**src/hw/asbs_cfg.svh**
```systemverilog
// Purpose: Offsets, field positions, reset values and counts of the serial block.
// Assumes: Byte addresses on a 32-bit APB, one register per aligned word.
// Notes: Definitions only.
`ifndef ASBS_CFG_SVH
`define ASBS_CFG_SVH
// ==========================================================
// Register offsets
`define ASBS_OFS_BAUD_UPPER 8'h00
`define ASBS_OFS_BAUD_LOWER 8'h04
`define ASBS_OFS_STATUS1 8'h08
`define ASBS_OFS_STATUS2 8'h0c
`define ASBS_OFS_CONTROL 8'h10
`define ASBS_OFS_DATA 8'h14
`define ASBS_OFS_IRQ_STATUS 8'h18
`define ASBS_OFS_IRQ_MASK 8'h1c
// ==========================================================
// Field positions
`define ASBS_BIT_BREAK_IE 7
`define ASBS_BIT_EDGE_IE 6
`define ASBS_BIT_BREAK_FLAG 7
`define ASBS_BIT_EDGE_FLAG 6
`define ASBS_BIT_RX_INVERT 4
`define ASBS_BIT_WAKE_IDLE 3
`define ASBS_BIT_LONG_BREAK 2
`define ASBS_BIT_RX_FULL 5
`define ASBS_BIT_IDLE 4
`define ASBS_BIT_FRAMING 1
`define ASBS_BIT_PARITY 0
`define ASBS_BIT_RX_ON 0
`define ASBS_BIT_TX_ON 1
`define ASBS_BIT_PARITY_ON 2
`define ASBS_BIT_NINE_BIT 3
`define ASBS_BIT_SEND_BREAK 4
`define ASBS_BIT_WAKE_STANDBY 5
`define ASBS_BIT_BREAK_DET 6
// ==========================================================
// Reset values and counts
`define ASBS_RST_BAUD_LOWER 8'h04
`define ASBS_SMP_FIRST 4'h7
`define ASBS_SMP_LAST 4'h9
`define ASBS_SMP_END 4'hf
`define ASBS_BRK_SHORT 4'ha
`define ASBS_BRK_LONG 4'hd
`endif

```
**src/hw/asbs_pkg.sv**
```systemverilog
// Purpose: Types shared by the serial block modules.
// Assumes: Constants live in asbs_cfg.svh.
// Notes: None.
package asbs_pkg;
   // ==========================================================
   // Receiver states
   typedef enum logic [2:0] {
      ASBS_RX_IDLE = 3'b000,
      ASBS_RX_START = 3'b001,
      ASBS_RX_DATA = 3'b010,
      ASBS_RX_STOP = 3'b011
   } asbs_rx_st_t;

   typedef struct packed {
      asbs_rx_st_t st;
      logic [3:0] smp;
      logic [3:0] bitn;
      logic [8:0] shreg;
      logic [1:0] ones;
      logic [7:0] idle_cnt;
      logic idle_done;
      logic done;
      logic fe;
      logic pe;
      logic brk;
      logic idle;
      logic [8:0] data;
   } asbs_rx_state_t;

   typedef struct packed {
      logic [4:0] baud_upper_buf;
      logic [12:0] baud_divisor;
      logic break_irq_enable;
      logic edge_irq_enable;
      logic gen_armed;
      logic [12:0] div_cnt;
      logic tick;
      logic [6:0] ctrl;
      logic receive_invert;
      logic wake_idle_select;
      logic long_break_select;
      logic break_flag;
      logic edge_flag;
      logic rx_full_flag;
      logic idle_flag;
      logic framing_error_flag;
      logic parity_error_flag;
      logic [8:0] rx_data;
      logic clear_armed;
      logic [5:0] irq_status;
      logic [5:0] irq_mask;
      logic sync1;
      logic sync2;
      logic prev_rx;
      logic [3:0] brk_left;
      logic [3:0] brk_sub;
      logic txd;
      logic [31:0] prdata;
      logic pready;
      logic pslverr;
      logic irq;
   } asbs_top_state_t;
endpackage

```
**src/hw/asbs_if.sv**
```systemverilog
// Purpose: Signals between the register block and the receiver.
// Assumes: One clock domain.
// Notes: None.
`timescale 1ns/10ps
interface asbs_if;
   logic tick;
   logic rxd;
   logic rx_on;
   logic parity_on;
   logic nine_bit;
   logic done;
   logic [8:0] data;
   logic fe;
   logic pe;
   logic brk;
   logic idle;
   modport ctl (output tick, rxd, rx_on, parity_on, nine_bit, input done, data, fe, pe, brk, idle);
   modport rx (input tick, rxd, rx_on, parity_on, nine_bit, output done, data, fe, pe, brk, idle);
endinterface

```
**src/hw/asbs_top.sv**
```systemverilog
// Purpose: Baud divisor, status and option registers of a serial port on APB.
// Assumes: Single clock pclk; rxd_pin is asynchronous.
// Notes: APB answers with zero wait states.
//
// Decided for this implementation: the placing of the registers and the APB slave port.
`timescale 1ns/10ps
`include "asbs_cfg.svh"
module asbs_top (
   input wire logic pclk,
   input wire logic presetn,
   input wire logic psel,
   input wire logic penable,
   input wire logic pwrite,
   input wire logic [7:0] paddr,
   input wire logic [31:0] pwdata,
   output logic [31:0] prdata,
   output logic pready,
   output logic pslverr,
   output logic irq,
   input wire logic rxd_pin,
   output logic txd_pin
);
   asbs_pkg::asbs_top_state_t s;
   asbs_pkg::asbs_top_state_t next_s;
   asbs_if link ();

   function automatic logic asbs_mapped(input logic [7:0] a);
      asbs_mapped = (a[1:0] == 2'b00) && (a <= `ASBS_OFS_IRQ_MASK);
   endfunction

   asbs_rx u_rx (
      .pclk(pclk),
      .presetn(presetn),
      .bus(link.rx)
   );

   // ==========================================================
   // Connections to the receiver
   assign link.tick = s.tick;
   assign link.rxd = s.sync2 ^ s.receive_invert;
   assign link.rx_on = s.ctrl[`ASBS_BIT_RX_ON];
   assign link.parity_on = s.ctrl[`ASBS_BIT_PARITY_ON];
   assign link.nine_bit = s.ctrl[`ASBS_BIT_NINE_BIT];

   // ==========================================================
   // Next state
   always_comb begin
      logic setup;
      logic access;
      logic wr;
      logic rd;
      logic [7:0] wb;
      logic [31:0] rdv;
      logic edge_ev;
      logic brk_ev;
      logic idle_ev;
      logic [5:0] ev;
      logic [3:0] blen;
      next_s = s;
      setup = psel && !penable;
      access = psel && penable && s.pready;
      wr = access && pwrite && asbs_mapped(paddr);
      rd = access && !pwrite && asbs_mapped(paddr);
      wb = pwdata[7:0];
      rdv = 32'h0000_0000;
      {edge_ev, brk_ev, idle_ev, ev, blen} = '0;
      next_s.sync1 = rxd_pin;
      next_s.sync2 = s.sync1;
      next_s.prev_rx = s.sync2;
      next_s.tick = 1'b0;
      // Baud generator.
      if (s.ctrl[`ASBS_BIT_RX_ON] || s.ctrl[`ASBS_BIT_TX_ON]) begin
         next_s.gen_armed = 1'b1;
      end
      if (s.baud_divisor == 13'h0000 || !s.gen_armed) begin
         next_s.div_cnt = 13'h0000;
      end else if (s.div_cnt >= s.baud_divisor - 13'h0001) begin
         next_s.div_cnt = 13'h0000;
         next_s.tick = 1'b1;
      end else begin
         next_s.div_cnt = s.div_cnt + 13'h0001;
      end
      // Receive events.
      // Edges are taken from the pin itself, so a change of the invert bit raises no edge flag.
      edge_ev = s.receive_invert ? (!s.prev_rx && s.sync2) : (s.prev_rx && !s.sync2);
      brk_ev = link.done && link.brk && s.ctrl[`ASBS_BIT_BREAK_DET];
      idle_ev = link.idle && (!s.ctrl[`ASBS_BIT_WAKE_STANDBY] || s.wake_idle_select);
      // Software side effects.
      if (rd && paddr == `ASBS_OFS_STATUS1 && (s.rx_full_flag || s.framing_error_flag ||
          s.parity_error_flag || s.idle_flag)) begin
         next_s.clear_armed = 1'b1;
      end
      if (rd && paddr == `ASBS_OFS_DATA && s.clear_armed) begin
         next_s.clear_armed = 1'b0;
         next_s.rx_full_flag = 1'b0;
         next_s.framing_error_flag = 1'b0;
         next_s.parity_error_flag = 1'b0;
         next_s.idle_flag = 1'b0;
      end
      if (wr) begin
         case (paddr)
            `ASBS_OFS_BAUD_UPPER: begin
               next_s.break_irq_enable = wb[`ASBS_BIT_BREAK_IE];
               next_s.edge_irq_enable = wb[`ASBS_BIT_EDGE_IE];
               next_s.baud_upper_buf = wb[4:0];
            end
            `ASBS_OFS_BAUD_LOWER: begin
               next_s.baud_divisor = {s.baud_upper_buf, wb};
            end
            `ASBS_OFS_STATUS2: begin
               if (wb[`ASBS_BIT_BREAK_FLAG]) begin
                  next_s.break_flag = 1'b0;
               end
               if (wb[`ASBS_BIT_EDGE_FLAG]) begin
                  next_s.edge_flag = 1'b0;
               end
               next_s.receive_invert = wb[`ASBS_BIT_RX_INVERT];
               next_s.wake_idle_select = wb[`ASBS_BIT_WAKE_IDLE];
               next_s.long_break_select = wb[`ASBS_BIT_LONG_BREAK];
            end
            `ASBS_OFS_CONTROL: begin
               next_s.ctrl = wb[6:0];
            end
            `ASBS_OFS_IRQ_STATUS: begin
               next_s.irq_status = s.irq_status & ~wb[5:0];
            end
            `ASBS_OFS_IRQ_MASK: begin
               next_s.irq_mask = wb[5:0];
            end
            default: begin
               next_s.irq_mask = s.irq_mask;
            end
         endcase
      end
      // Hardware sets win over clears in the same cycle.
      if (link.done && !s.ctrl[`ASBS_BIT_WAKE_STANDBY]) begin
         next_s.rx_full_flag = 1'b1;
         next_s.rx_data = link.data;
         next_s.framing_error_flag = link.fe;
         next_s.parity_error_flag = link.pe;
      end
      if (link.idle && s.ctrl[`ASBS_BIT_WAKE_STANDBY]) begin
         next_s.ctrl[`ASBS_BIT_WAKE_STANDBY] = 1'b0;
      end
      if (idle_ev) begin
         next_s.idle_flag = 1'b1;
      end
      if (brk_ev) begin
         next_s.break_flag = 1'b1;
      end
      if (edge_ev) begin
         next_s.edge_flag = 1'b1;
      end
      ev = {link.done && !s.ctrl[`ASBS_BIT_WAKE_STANDBY], idle_ev, brk_ev, edge_ev,
            link.done && link.fe, link.done && link.pe};
      next_s.irq_status = next_s.irq_status | ev;
      // Break transmitter; framing detection never looks at this length.
      blen = s.long_break_select ? `ASBS_BRK_LONG : `ASBS_BRK_SHORT;
      // A break starts on a tick, so it lasts whole bit times and a stopped generator sends none.
      if (s.ctrl[`ASBS_BIT_SEND_BREAK] && s.brk_left == 4'h0 && s.ctrl[`ASBS_BIT_TX_ON] &&
          s.tick) begin
         next_s.brk_left = blen + {3'b000, s.ctrl[`ASBS_BIT_NINE_BIT]};
         next_s.brk_sub = 4'h0;
         next_s.ctrl[`ASBS_BIT_SEND_BREAK] = 1'b0;
      end else if (s.tick && s.brk_left != 4'h0) begin
         next_s.brk_sub = s.brk_sub + 4'h1;
         if (s.brk_sub == `ASBS_SMP_END) begin
            next_s.brk_left = s.brk_left - 4'h1;
         end
      end
      next_s.txd = (next_s.brk_left == 4'h0);
      // Read data and answer.
      case (paddr)
         `ASBS_OFS_BAUD_UPPER: rdv[7:0] = {s.break_irq_enable, s.edge_irq_enable, 1'b0,
                                          s.baud_divisor[12:8]};
         `ASBS_OFS_BAUD_LOWER: rdv[7:0] = s.baud_divisor[7:0];
         `ASBS_OFS_STATUS1: rdv[7:0] = {2'b00, s.rx_full_flag, s.idle_flag, 2'b00,
                                       s.framing_error_flag, s.parity_error_flag};
         `ASBS_OFS_STATUS2: rdv[7:0] = {s.break_flag, s.edge_flag, 1'b0, s.receive_invert,
                                       s.wake_idle_select, s.long_break_select, 2'b00};
         `ASBS_OFS_CONTROL: rdv[6:0] = s.ctrl;
         `ASBS_OFS_DATA: rdv[8:0] = s.rx_data;
         `ASBS_OFS_IRQ_STATUS: rdv[5:0] = s.irq_status;
         `ASBS_OFS_IRQ_MASK: rdv[5:0] = s.irq_mask;
         default: rdv = 32'h0000_0000;
      endcase
      next_s.pready = setup;
      if (setup) begin
         next_s.prdata = pwrite ? 32'h0000_0000 : rdv;
         next_s.pslverr = !asbs_mapped(paddr);
      end else if (access) begin
         next_s.prdata = 32'h0000_0000;
         next_s.pslverr = 1'b0;
      end
      next_s.irq = (|(next_s.irq_status & next_s.irq_mask)) ||
                   (next_s.break_irq_enable && next_s.break_flag) ||
                   (next_s.edge_irq_enable && next_s.edge_flag);
   end

   // ==========================================================
   // State register
   always_ff @(posedge pclk or negedge presetn) begin
      if (!presetn) begin
         s <= '0;
         s.baud_divisor <= {5'h00, `ASBS_RST_BAUD_LOWER};
         s.sync1 <= 1'b1;
         s.sync2 <= 1'b1;
         s.prev_rx <= 1'b1;
         s.txd <= 1'b1;
      end else begin
         s <= next_s;
      end
   end

   assign prdata = s.prdata;
   assign pready = s.pready;
   assign pslverr = s.pslverr;
   assign irq = s.irq;
   assign txd_pin = s.txd;
endmodule // asbs_top

```
**src/hw/asbs_rx.sv**
```systemverilog
// Purpose: Serial receiver sampling at sixteen ticks per bit.
// Assumes: Line already synchronised and polarity corrected.
// Notes: Parity, when on, is the last data bit and is even.
`timescale 1ns/10ps
`include "asbs_cfg.svh"
module asbs_rx (
   input wire logic pclk,
   input wire logic presetn,
   asbs_if.rx bus
);
   asbs_pkg::asbs_rx_state_t r;
   asbs_pkg::asbs_rx_state_t next_r;

   function automatic logic [8:0] asbs_field(input logic [8:0] sh, input logic nine);
      asbs_field = nine ? sh : {1'b0, sh[8:1]};
   endfunction

   always_comb begin
      logic bitv;
      logic [8:0] fld;
      next_r = r;
      bitv = r.ones[1];
      fld = asbs_field(r.shreg, bus.nine_bit);
      next_r.done = 1'b0;
      next_r.idle = 1'b0;
      if (bus.tick && bus.rx_on) begin
         if (r.st != asbs_pkg::ASBS_RX_IDLE) begin
            next_r.smp = r.smp + 4'h1;
            if (r.smp >= `ASBS_SMP_FIRST && r.smp <= `ASBS_SMP_LAST) begin
               next_r.ones = r.ones + {1'b0, bus.rxd};
            end
         end
         case (r.st)
            asbs_pkg::ASBS_RX_IDLE: begin
               if (!bus.rxd) begin
                  next_r.st = asbs_pkg::ASBS_RX_START;
                  next_r.smp = 4'h1;
                  next_r.ones = 2'b00;
                  next_r.idle_cnt = 8'h00;
                  next_r.idle_done = 1'b0;
               end else if (!r.idle_done) begin
                  next_r.idle_cnt = r.idle_cnt + 8'h01;
                  if (r.idle_cnt == (bus.nine_bit ? 8'haf : 8'h9f)) begin
                     next_r.idle = 1'b1;
                     next_r.idle_done = 1'b1;
                  end
               end
            end
            asbs_pkg::ASBS_RX_START: begin
               if (r.smp == `ASBS_SMP_END) begin
                  next_r.ones = 2'b00;
                  next_r.bitn = 4'h0;
                  next_r.st = bitv ? asbs_pkg::ASBS_RX_IDLE : asbs_pkg::ASBS_RX_DATA;
               end
            end
            asbs_pkg::ASBS_RX_DATA: begin
               if (r.smp == `ASBS_SMP_END) begin
                  next_r.ones = 2'b00;
                  next_r.shreg = {bitv, r.shreg[8:1]};
                  next_r.bitn = r.bitn + 4'h1;
                  if (r.bitn == (bus.nine_bit ? 4'h8 : 4'h7)) begin
                     next_r.st = asbs_pkg::ASBS_RX_STOP;
                  end
               end
            end
            asbs_pkg::ASBS_RX_STOP: begin
               if (r.smp == `ASBS_SMP_END) begin
                  next_r.ones = 2'b00;
                  next_r.data = fld;
                  next_r.fe = !bitv;
                  next_r.pe = bus.parity_on && (^fld);
                  next_r.brk = (fld == 9'h000) && !bitv;
                  next_r.done = 1'b1;
                  next_r.st = asbs_pkg::ASBS_RX_IDLE;
               end
            end
            default: begin
               next_r.st = asbs_pkg::ASBS_RX_IDLE;
            end
         endcase
      end else if (!bus.rx_on) begin
         next_r.st = asbs_pkg::ASBS_RX_IDLE;
      end
   end

   always_ff @(posedge pclk or negedge presetn) begin
      if (!presetn) begin
         r <= '0;
      end else begin
         r <= next_r;
      end
   end

   assign bus.done = r.done;
   assign bus.data = r.data;
   assign bus.fe = r.fe;
   assign bus.pe = r.pe;
   assign bus.brk = r.brk;
   assign bus.idle = r.idle;
endmodule // asbs_rx

```
**config.mk**
```make
export PLATFORM = sky130hd
export DESIGN_NAME = asbs_top
export DESIGN_NICKNAME = d
export VERILOG_FILES = /design/src/hw/asbs_pkg.sv /design/src/hw/asbs_if.sv /design/src/hw/asbs_top.sv /design/src/hw/asbs_rx.sv
export VERILOG_INCLUDE_DIRS = /design/src /design/src/hw
export SDC_FILE = /design/constraint.sdc
export NUM_CORES = 1
export LEC_CHECK = 0
export BUFFER_PORTS_ARGS = -buffer_cell sky130_fd_sc_hd__clkbuf_2
export CORE_UTILIZATION = 55
export CTS_CLUSTER_DIAMETER = 100
export CTS_CLUSTER_SIZE = 12
export DETAILED_ROUTE_END_ITERATION = 8
export MAX_ROUTING_LAYER = met4
export PLACE_DENSITY = 0.76
export SYNTH_ARGS = -nofsm -noshare
export SYNTH_HDL_FRONTEND = slang
export SYNTH_HIERARCHICAL = 1
export SYNTH_SLANG_ARGS = --single-unit
```
**constraint.sdc**
```tcl
create_clock -name pclk -period 4 [get_ports pclk]
set_clock_uncertainty 0.2 [all_clocks]
set_input_delay 0.8 -clock pclk [delete_from_list [all_inputs] [get_ports pclk]]
set_output_delay 0.8 -clock pclk [all_outputs]
set_load 0.02 [all_outputs]
```
==> results of run 1 <==
stage by stage:
step / cell area (sq um) / util / hold WS, ps
after floorplan: 7720 / - / 145
after global placement: 7760 / 0.579 / 162
after detailed placement: 7760 / 0.579 / 163
after CTS: 8340 / 0.622 / 171
after global routing: 8340 / 0.622 / 172
final: 8340 / 0.622 / 172
worst max-delay path by stage:
stage	endpoint	depth (start not counted)
floorplan	irq	7
global placement	irq	6
detailed placement	irq	6
CTS	s[95]	10
global route	s[97]	10
finish	s[89]	10
worst reg2reg max path: stages, from the launching register on:
cell	delay [ps]
dfrtp_1	470
nor4_1	390
nand2b_1	180
nor4_1	250
xnor2_1	180
ha_1	270
a21o_1	160
a21o_1	170
a21oi_1	180
nand4b_1	500
nor2_1	280
cell usage after synthesis, types with 5 or more instances:
master	instances
mux2i_1	28
nor2_1	43
o21ai_0	28
a21oi_1	7
o22ai_1	6
dfstp_2	5
nand2b_1	6
a21o_1	8
inv_1	22
dfrtp_1	136
or3_1	10
mux2_2	62
clkbuf_1	11
xor2_1	10
buf_2	5
nand4_1	10
buf_4	42
nand3_1	18
nand2_1	64
ha_1	34
nor4_1	7
and3_1	9
a22o_1	13
nor3_1	11
nor2b_1	10
a221oi_1	6
xnor2_1	25
metal layers:
metal	track usage	share of wire	vias up
met2	0.370	0.48	160
met5	-	0	-
li1	-	-	2494
met1	0.320	0.45	2650
met3	0.0532	0.046	27
met4	0.0867	0.022	0
state kept, by name (all words and copies together), names as in the netlist, 2 cells and up:
register,count
next_s,2
s,78
u_rx/bus.data,9
prdata,9
u_rx/r,30
kinds of logic (layout without fill, tap and decap cells):
group | count (synthesis) | after routing | share of synthesized area
other | 1 | 23 | 0.000491
flip-flops | 141 | 141 | 0.463
AND/OR/NAND/NOR | 219 | 219 | 0.152
AO/OA/AOI/OAI | 102 | 102 | 0.0951
adder cells (fa/ha/maj) | 35 | 35 | 0.0570
multiplexers | 91 | 91 | 0.130
buffers and inverters | 82 | 91 | 0.0628
XOR/XNOR | 35 | 35 | 0.0402
power breakdown:
group / switching, uW / internal [uW]
clock: 579 / 971
combinational: 84.6 / 24.0
sequential: 2.87 / 1430
total: 666 / 2430
layout make-up:
class	count	area [sq um]	share of cell area
inverter	22	82.6	0.00990
clock inverter	12	148	0.0177
multi-input combinational	505	3700	0.444
clock buffer	19	433	0.0519
tap	176	220	0.0264
timing repair buffer	38	219	0.0263
sequential	141	3530	0.424
==> impl_metrics.json, run 1 <==
{
  "status": "completed",
  "ys_ff_latch": 141,
  "clock_sinks": 141,
  "critPathSlowestCell": "nand4b_1",
  "layoutNonFillerInstCount": 913,
  "r2r_cells": 10,
  "ant_nets": 0,
  "synth-seq-area-share": 0.463,
  "fin_ws_ps": 686,
  "hold_violations": 0,
  "crit_type": "flip-flop to flip-flop",
  "cp_num_buf_inv": 0,
  "cp.required_ps": 4130,
  "async_flop_share": 1.00,
  "drt_iter0_markers": 418,
  "critPathLaunchType": "flip-flop",
  "whs_path_depth": 0,
  "drc": 0,
  "r2r-start": "s[107]",
  "setup_violations": 0,
  "final_common_cell": "dfrtp_1",
  "ys.flop_type": "dfrtp_1",
  "clk_latency_ps": 420,
  "setup_tns_ps": 0,
  "peakVddDrop_mv": 0.335,
  "cp-startpoint": "s[107]",
  "p_leak_uw": 0.00404,
  "critPathMaxFanout": 13,
  "totalWireLength_um": 15700,
  "period_needed_ps": 3310,
  "holdPathEnd": "next_s[44]",
  "start_util": 0.570,
  "antenna_found_initial": 0,
  "finalCritPeriodShare": 0.828,
  "worstPathArrival_ps": 3450,
  "clockBufferDepth": 2,
  "power.total_uw": 3090,
  "rows": 42,
  "wl_per_cell_um": 17.2,
  "max_freq_mhz": 302,
  "grt_overflow": 0,
  "htree_levels": 4,
  "final_cell_mix": "dfrtp_1, nand2_1, mux2_2",
  "rsz0062_at_grt": "false",
  "cp_slowest_stage_delay_ps": 500,
  "finalNetCount": 805,
  "drive_above_1_share": 0.208,
  "dieArea_sq_um": 14400,
  "placedCellCount": 882,
  "postCtsSetupBuffers": 0,
  "n_antenna_cell": 0,
  "r2r-end": "s[89]",
  "grt_start_max_net_pins": 97,
  "maxSlewViolCount": 0,
  "min_from": "next_s[45]",
  "hpwl_um": 11300,
  "num_io_pins": 82,
  "die_x_um": 120,
  "hold_buffers": 0,
  "crit_family": "simple AND/OR/NAND/NOR gates",
  "power_density_nw_per_um2": 371,
  "gp_congestion": 0.907,
  "cts_buffers": 17,
  "cts-root-buf": "clkbuf_16",
  "synth_edf_count": 0,
  "vias": 5331,
  "viasPerCell": 5.84,
  "ys_warn_count": 6,
  "maxCapViolCount": 0,
  "syn_area_per_cell_sq_um": 10.8,
  "tightest_slew_ps": 1150,
  "critPathCaptureType": "flip-flop",
  "hp-class": "flip-flop to flip-flop",
  "cts_resized": 0,
  "grt_use_total": 0.242,
  "slew_headroom": 0.229,
  "fill_cells": 1036,
  "synth_cell_types": 73,
  "path_clk_slew_ps": 60,
  "grt_pass1_wl_um": 26400,
  "synth_top_area_share": 0.446,
  "r2r_slack_ps": 690,
  "dr.pass1.iters": 5,
  "synth_area_sq_um": 7630,
  "die_h_um": 120,
  "syn2layout_area_growth_pct": 9.24,
  "core_area_sq_um": 13400,
  "synth.area.top_cells": "dfrtp_1, mux2_2, ha_1",
  "yosys.area.top_type": "dfrtp_1",
  "place_ws_ps": 387,
  "synth_cells": 706,
  "grt_pass1_vias": 5343,
  "cts_tree": "yes",
  "port_buffers": 34,
  "path_cells": "nor4_1, nand2b_1, nor4_1, xnor2_1, ha_1, a21o_1, a21o_1, a21oi_1, nand4b_1, nor2_1"
}
No activity file was read; power rests on OpenSTA's default activity.
==> run 2: changes to the inputs <==
Settings changed: CORE_UTILIZATION 55 to 54, PLACE_DENSITY 0.76 to 0.78.
Clock period 4 ns to 2.7 ns, I/O delays scaled along.
==> run 2 against run 1 <==
The run now ends with setup timing left; setup slack lost 770 ps; cell count grew 6.0%; count of clock-buffer cells in the layout is the same; non-clock buffer count grew 50; maximum frequency grew 19%; register-to-register slack lost 770 ps; critical path depth grew 3; worst hold slack lost 33 ps; flip-flop and latch count is the same; sequential share of layout area shrank 2.5 points; critical endpoint is now s[95].
==> impl_metrics.json, run 2 (synthesized netlist as in run 1, its figures left out) <==
{
  "ant_nets": 0,
  "crit_type": "flip-flop to flip-flop",
  "largest_register": "s",
  "path_cells": "inv_1, ha_2, nand2b_4, nand2b_4, buf_4, nor3_4, xnor2_1, ha_1, nand4_1, a211o_1, nand4b_1, buf_12, nor2_1",
  "status": "finished, violations left",
  "wl_per_cell_um": 17.7,
  "finalCritPeriodShare": 1.03,
  "grt_use_total": 0.261,
  "worstPathArrival_ps": 2900,
  "totalWireLength_um": 17100,
  "path_clk_slew_ps": 60,
  "placedCellCount": 930,
  "final_common_cell": "dfrtp_1",
  "dr.pass1.iters": 5,
  "die_h_um": 121,
  "vias": 5561,
  "power_frac_comb": 0.039,
  "setup_violations": 13,
  "p_int_uw": 3580,
  "r2r-start": "s[102]",
  "antenna_found_initial": 0,
  "switching_share": 0.227,
  "crit_top_cell": "nand2b_4",
  "period_needed_ps": 2790,
  "whs_ps": 139,
  "cp-startpoint": "s[102]",
  "cp.required_ps": 2810,
  "p_leak_uw": 0.00433,
  "grt_pass1_wl_um": 28500,
  "maxCapViolCount": 0,
  "maxSlewViolCount": 0,
  "finalNetCount": 855,
  "hpwl_um": 12400,
  "rsz0062_at_grt": "true",
  "grt_overflow": 0,
  "die_x_um": 121,
  "grt_start_max_net_pins": 57,
  "fill_cells": 1074,
  "place_ws_ps": -352,
  "port_buffers": 34,
  "cts_buffers": 17,
  "cp_slowest_stage_delay_ps": 390,
  "final_cell_mix": "dfrtp_1, nand2_1, mux2_2",
  "crit_family": "simple AND/OR/NAND/NOR gates",
  "critPathLaunchType": "flip-flop",
  "dieArea_sq_um": 14600,
  "layoutNonFillerInstCount": 968,
  "grt_pass1_vias": 5699,
  "n_antenna_cell": 0,
  "max_freq_mhz": 359,
  "power_density_nw_per_um2": 523,
  "syn2layout_area_growth_pct": 16.0,
  "critPathCaptureType": "flip-flop",
  "post_dp_cell_area_sq_um": 8130,
  "drt_iter0_markers": 409,
  "clk_latency_ps": 420,
  "largest_reg_flops": 78,
  "seqPwrFrac": 0.459,
  "core_area_sq_um": 13800,
  "hp-class": "input port to flip-flop",
  "clockBufferDepth": 2,
  "stdcell_area_sq_um": 8860,
  "gp_congestion": 0.915,
  "slew_headroom": 0.481,
  "cts_tree": "yes",
  "htree_levels": 4,
  "critPathSlowestCell": "dfrtp_1",
  "cts-root-buf": "clkbuf_16",
  "min_from": "penable",
  "num_io_pins": 82,
  "clock_sinks": 141,
  "drive_above_1_share": 0.274,
  "hold_violations": 0,
  "start_util": 0.552,
  "cp_num_buf_inv": 3,
  "critPathMaxFanout": 13,
  "tightest_slew_ps": 776,
  "peakVddDrop_mv": 0.443,
  "power_switching_uw": 1050,
  "failed_checks": "setup timing",
  "rows": 43,
  "clock_power_share": 0.502,
  "viasPerCell": 5.74,
  "drc": 0,
  "fin_ws_ps": -87.7,
  "top_regs": "s (78), u_rx/r (30)"
}
[run 2: area by class of cell]
cell class | instances | area (sq um) | area share
Clock inverter | 13 | 139 | 0.0157
Tap cell | 180 | 225 | 0.0254
Multi-Input combinational cell | 505 | 3810 | 0.430
Sequential cell | 141 | 3530 | 0.399
Clock buffer | 19 | 453 | 0.0511
Timing Repair Buffer | 88 | 612 | 0.0691
Inverter | 22 | 82.6 | 0.00932
[run 2: timing repair]
item | in CTS | in global routing
hold buffers | 2 | 0
setup endpoints to repair | 14 | 14
gates resized for setup | 7 | 8
endpoints found under the hold margin | 42 | 0
buffers inserted | 3 | 1
pin swaps | 3 | 3
[run 2: path summary, 6_finish.rpt]
path	slack [ps]	to	cells past startpoint
setup / recovery	-90	s[95]	13
min in group asynchronous	420	s[94]	2
hold reg to reg	170	next_s[44]	0
hold / removal	140	pready	2
max in group asynchronous	1210	u_rx/bus.brk	3
setup reg to reg	-90	s[95]	13
[run 2: stage by stage]
step                      power, uW   util  setup TNS (ps)
after detailed placement       2340  0.588           -4770
final                          4640  0.641           -1040
after global routing           4790  0.641           -2520
after CTS                      4660  0.637           -66.4
after global placement         2340  0.588           -3400
after floorplan                2260      -            -184
[run 2: per-layer routing]
metal,global-route usage,share of wire,up-vias
li1,-,-,2610
met1,0.320,0.44,2809
met2,0.429,0.51,117
met3,0.0465,0.029,25
met4,0.106,0.017,0
met5,-,0,-
[run 2: power groups by stage]
stage / Sequential [uW] / Combinational, uW / Clock, uW
floorplan: 2170 / 95.1 / 0
global placement: 2160 / 175 / 0
detailed placement: 2160 / 180 / 0
CTS: 2130 / 183 / 2360
global route: 2130 / 201 / 2460
finish: 2130 / 181 / 2330
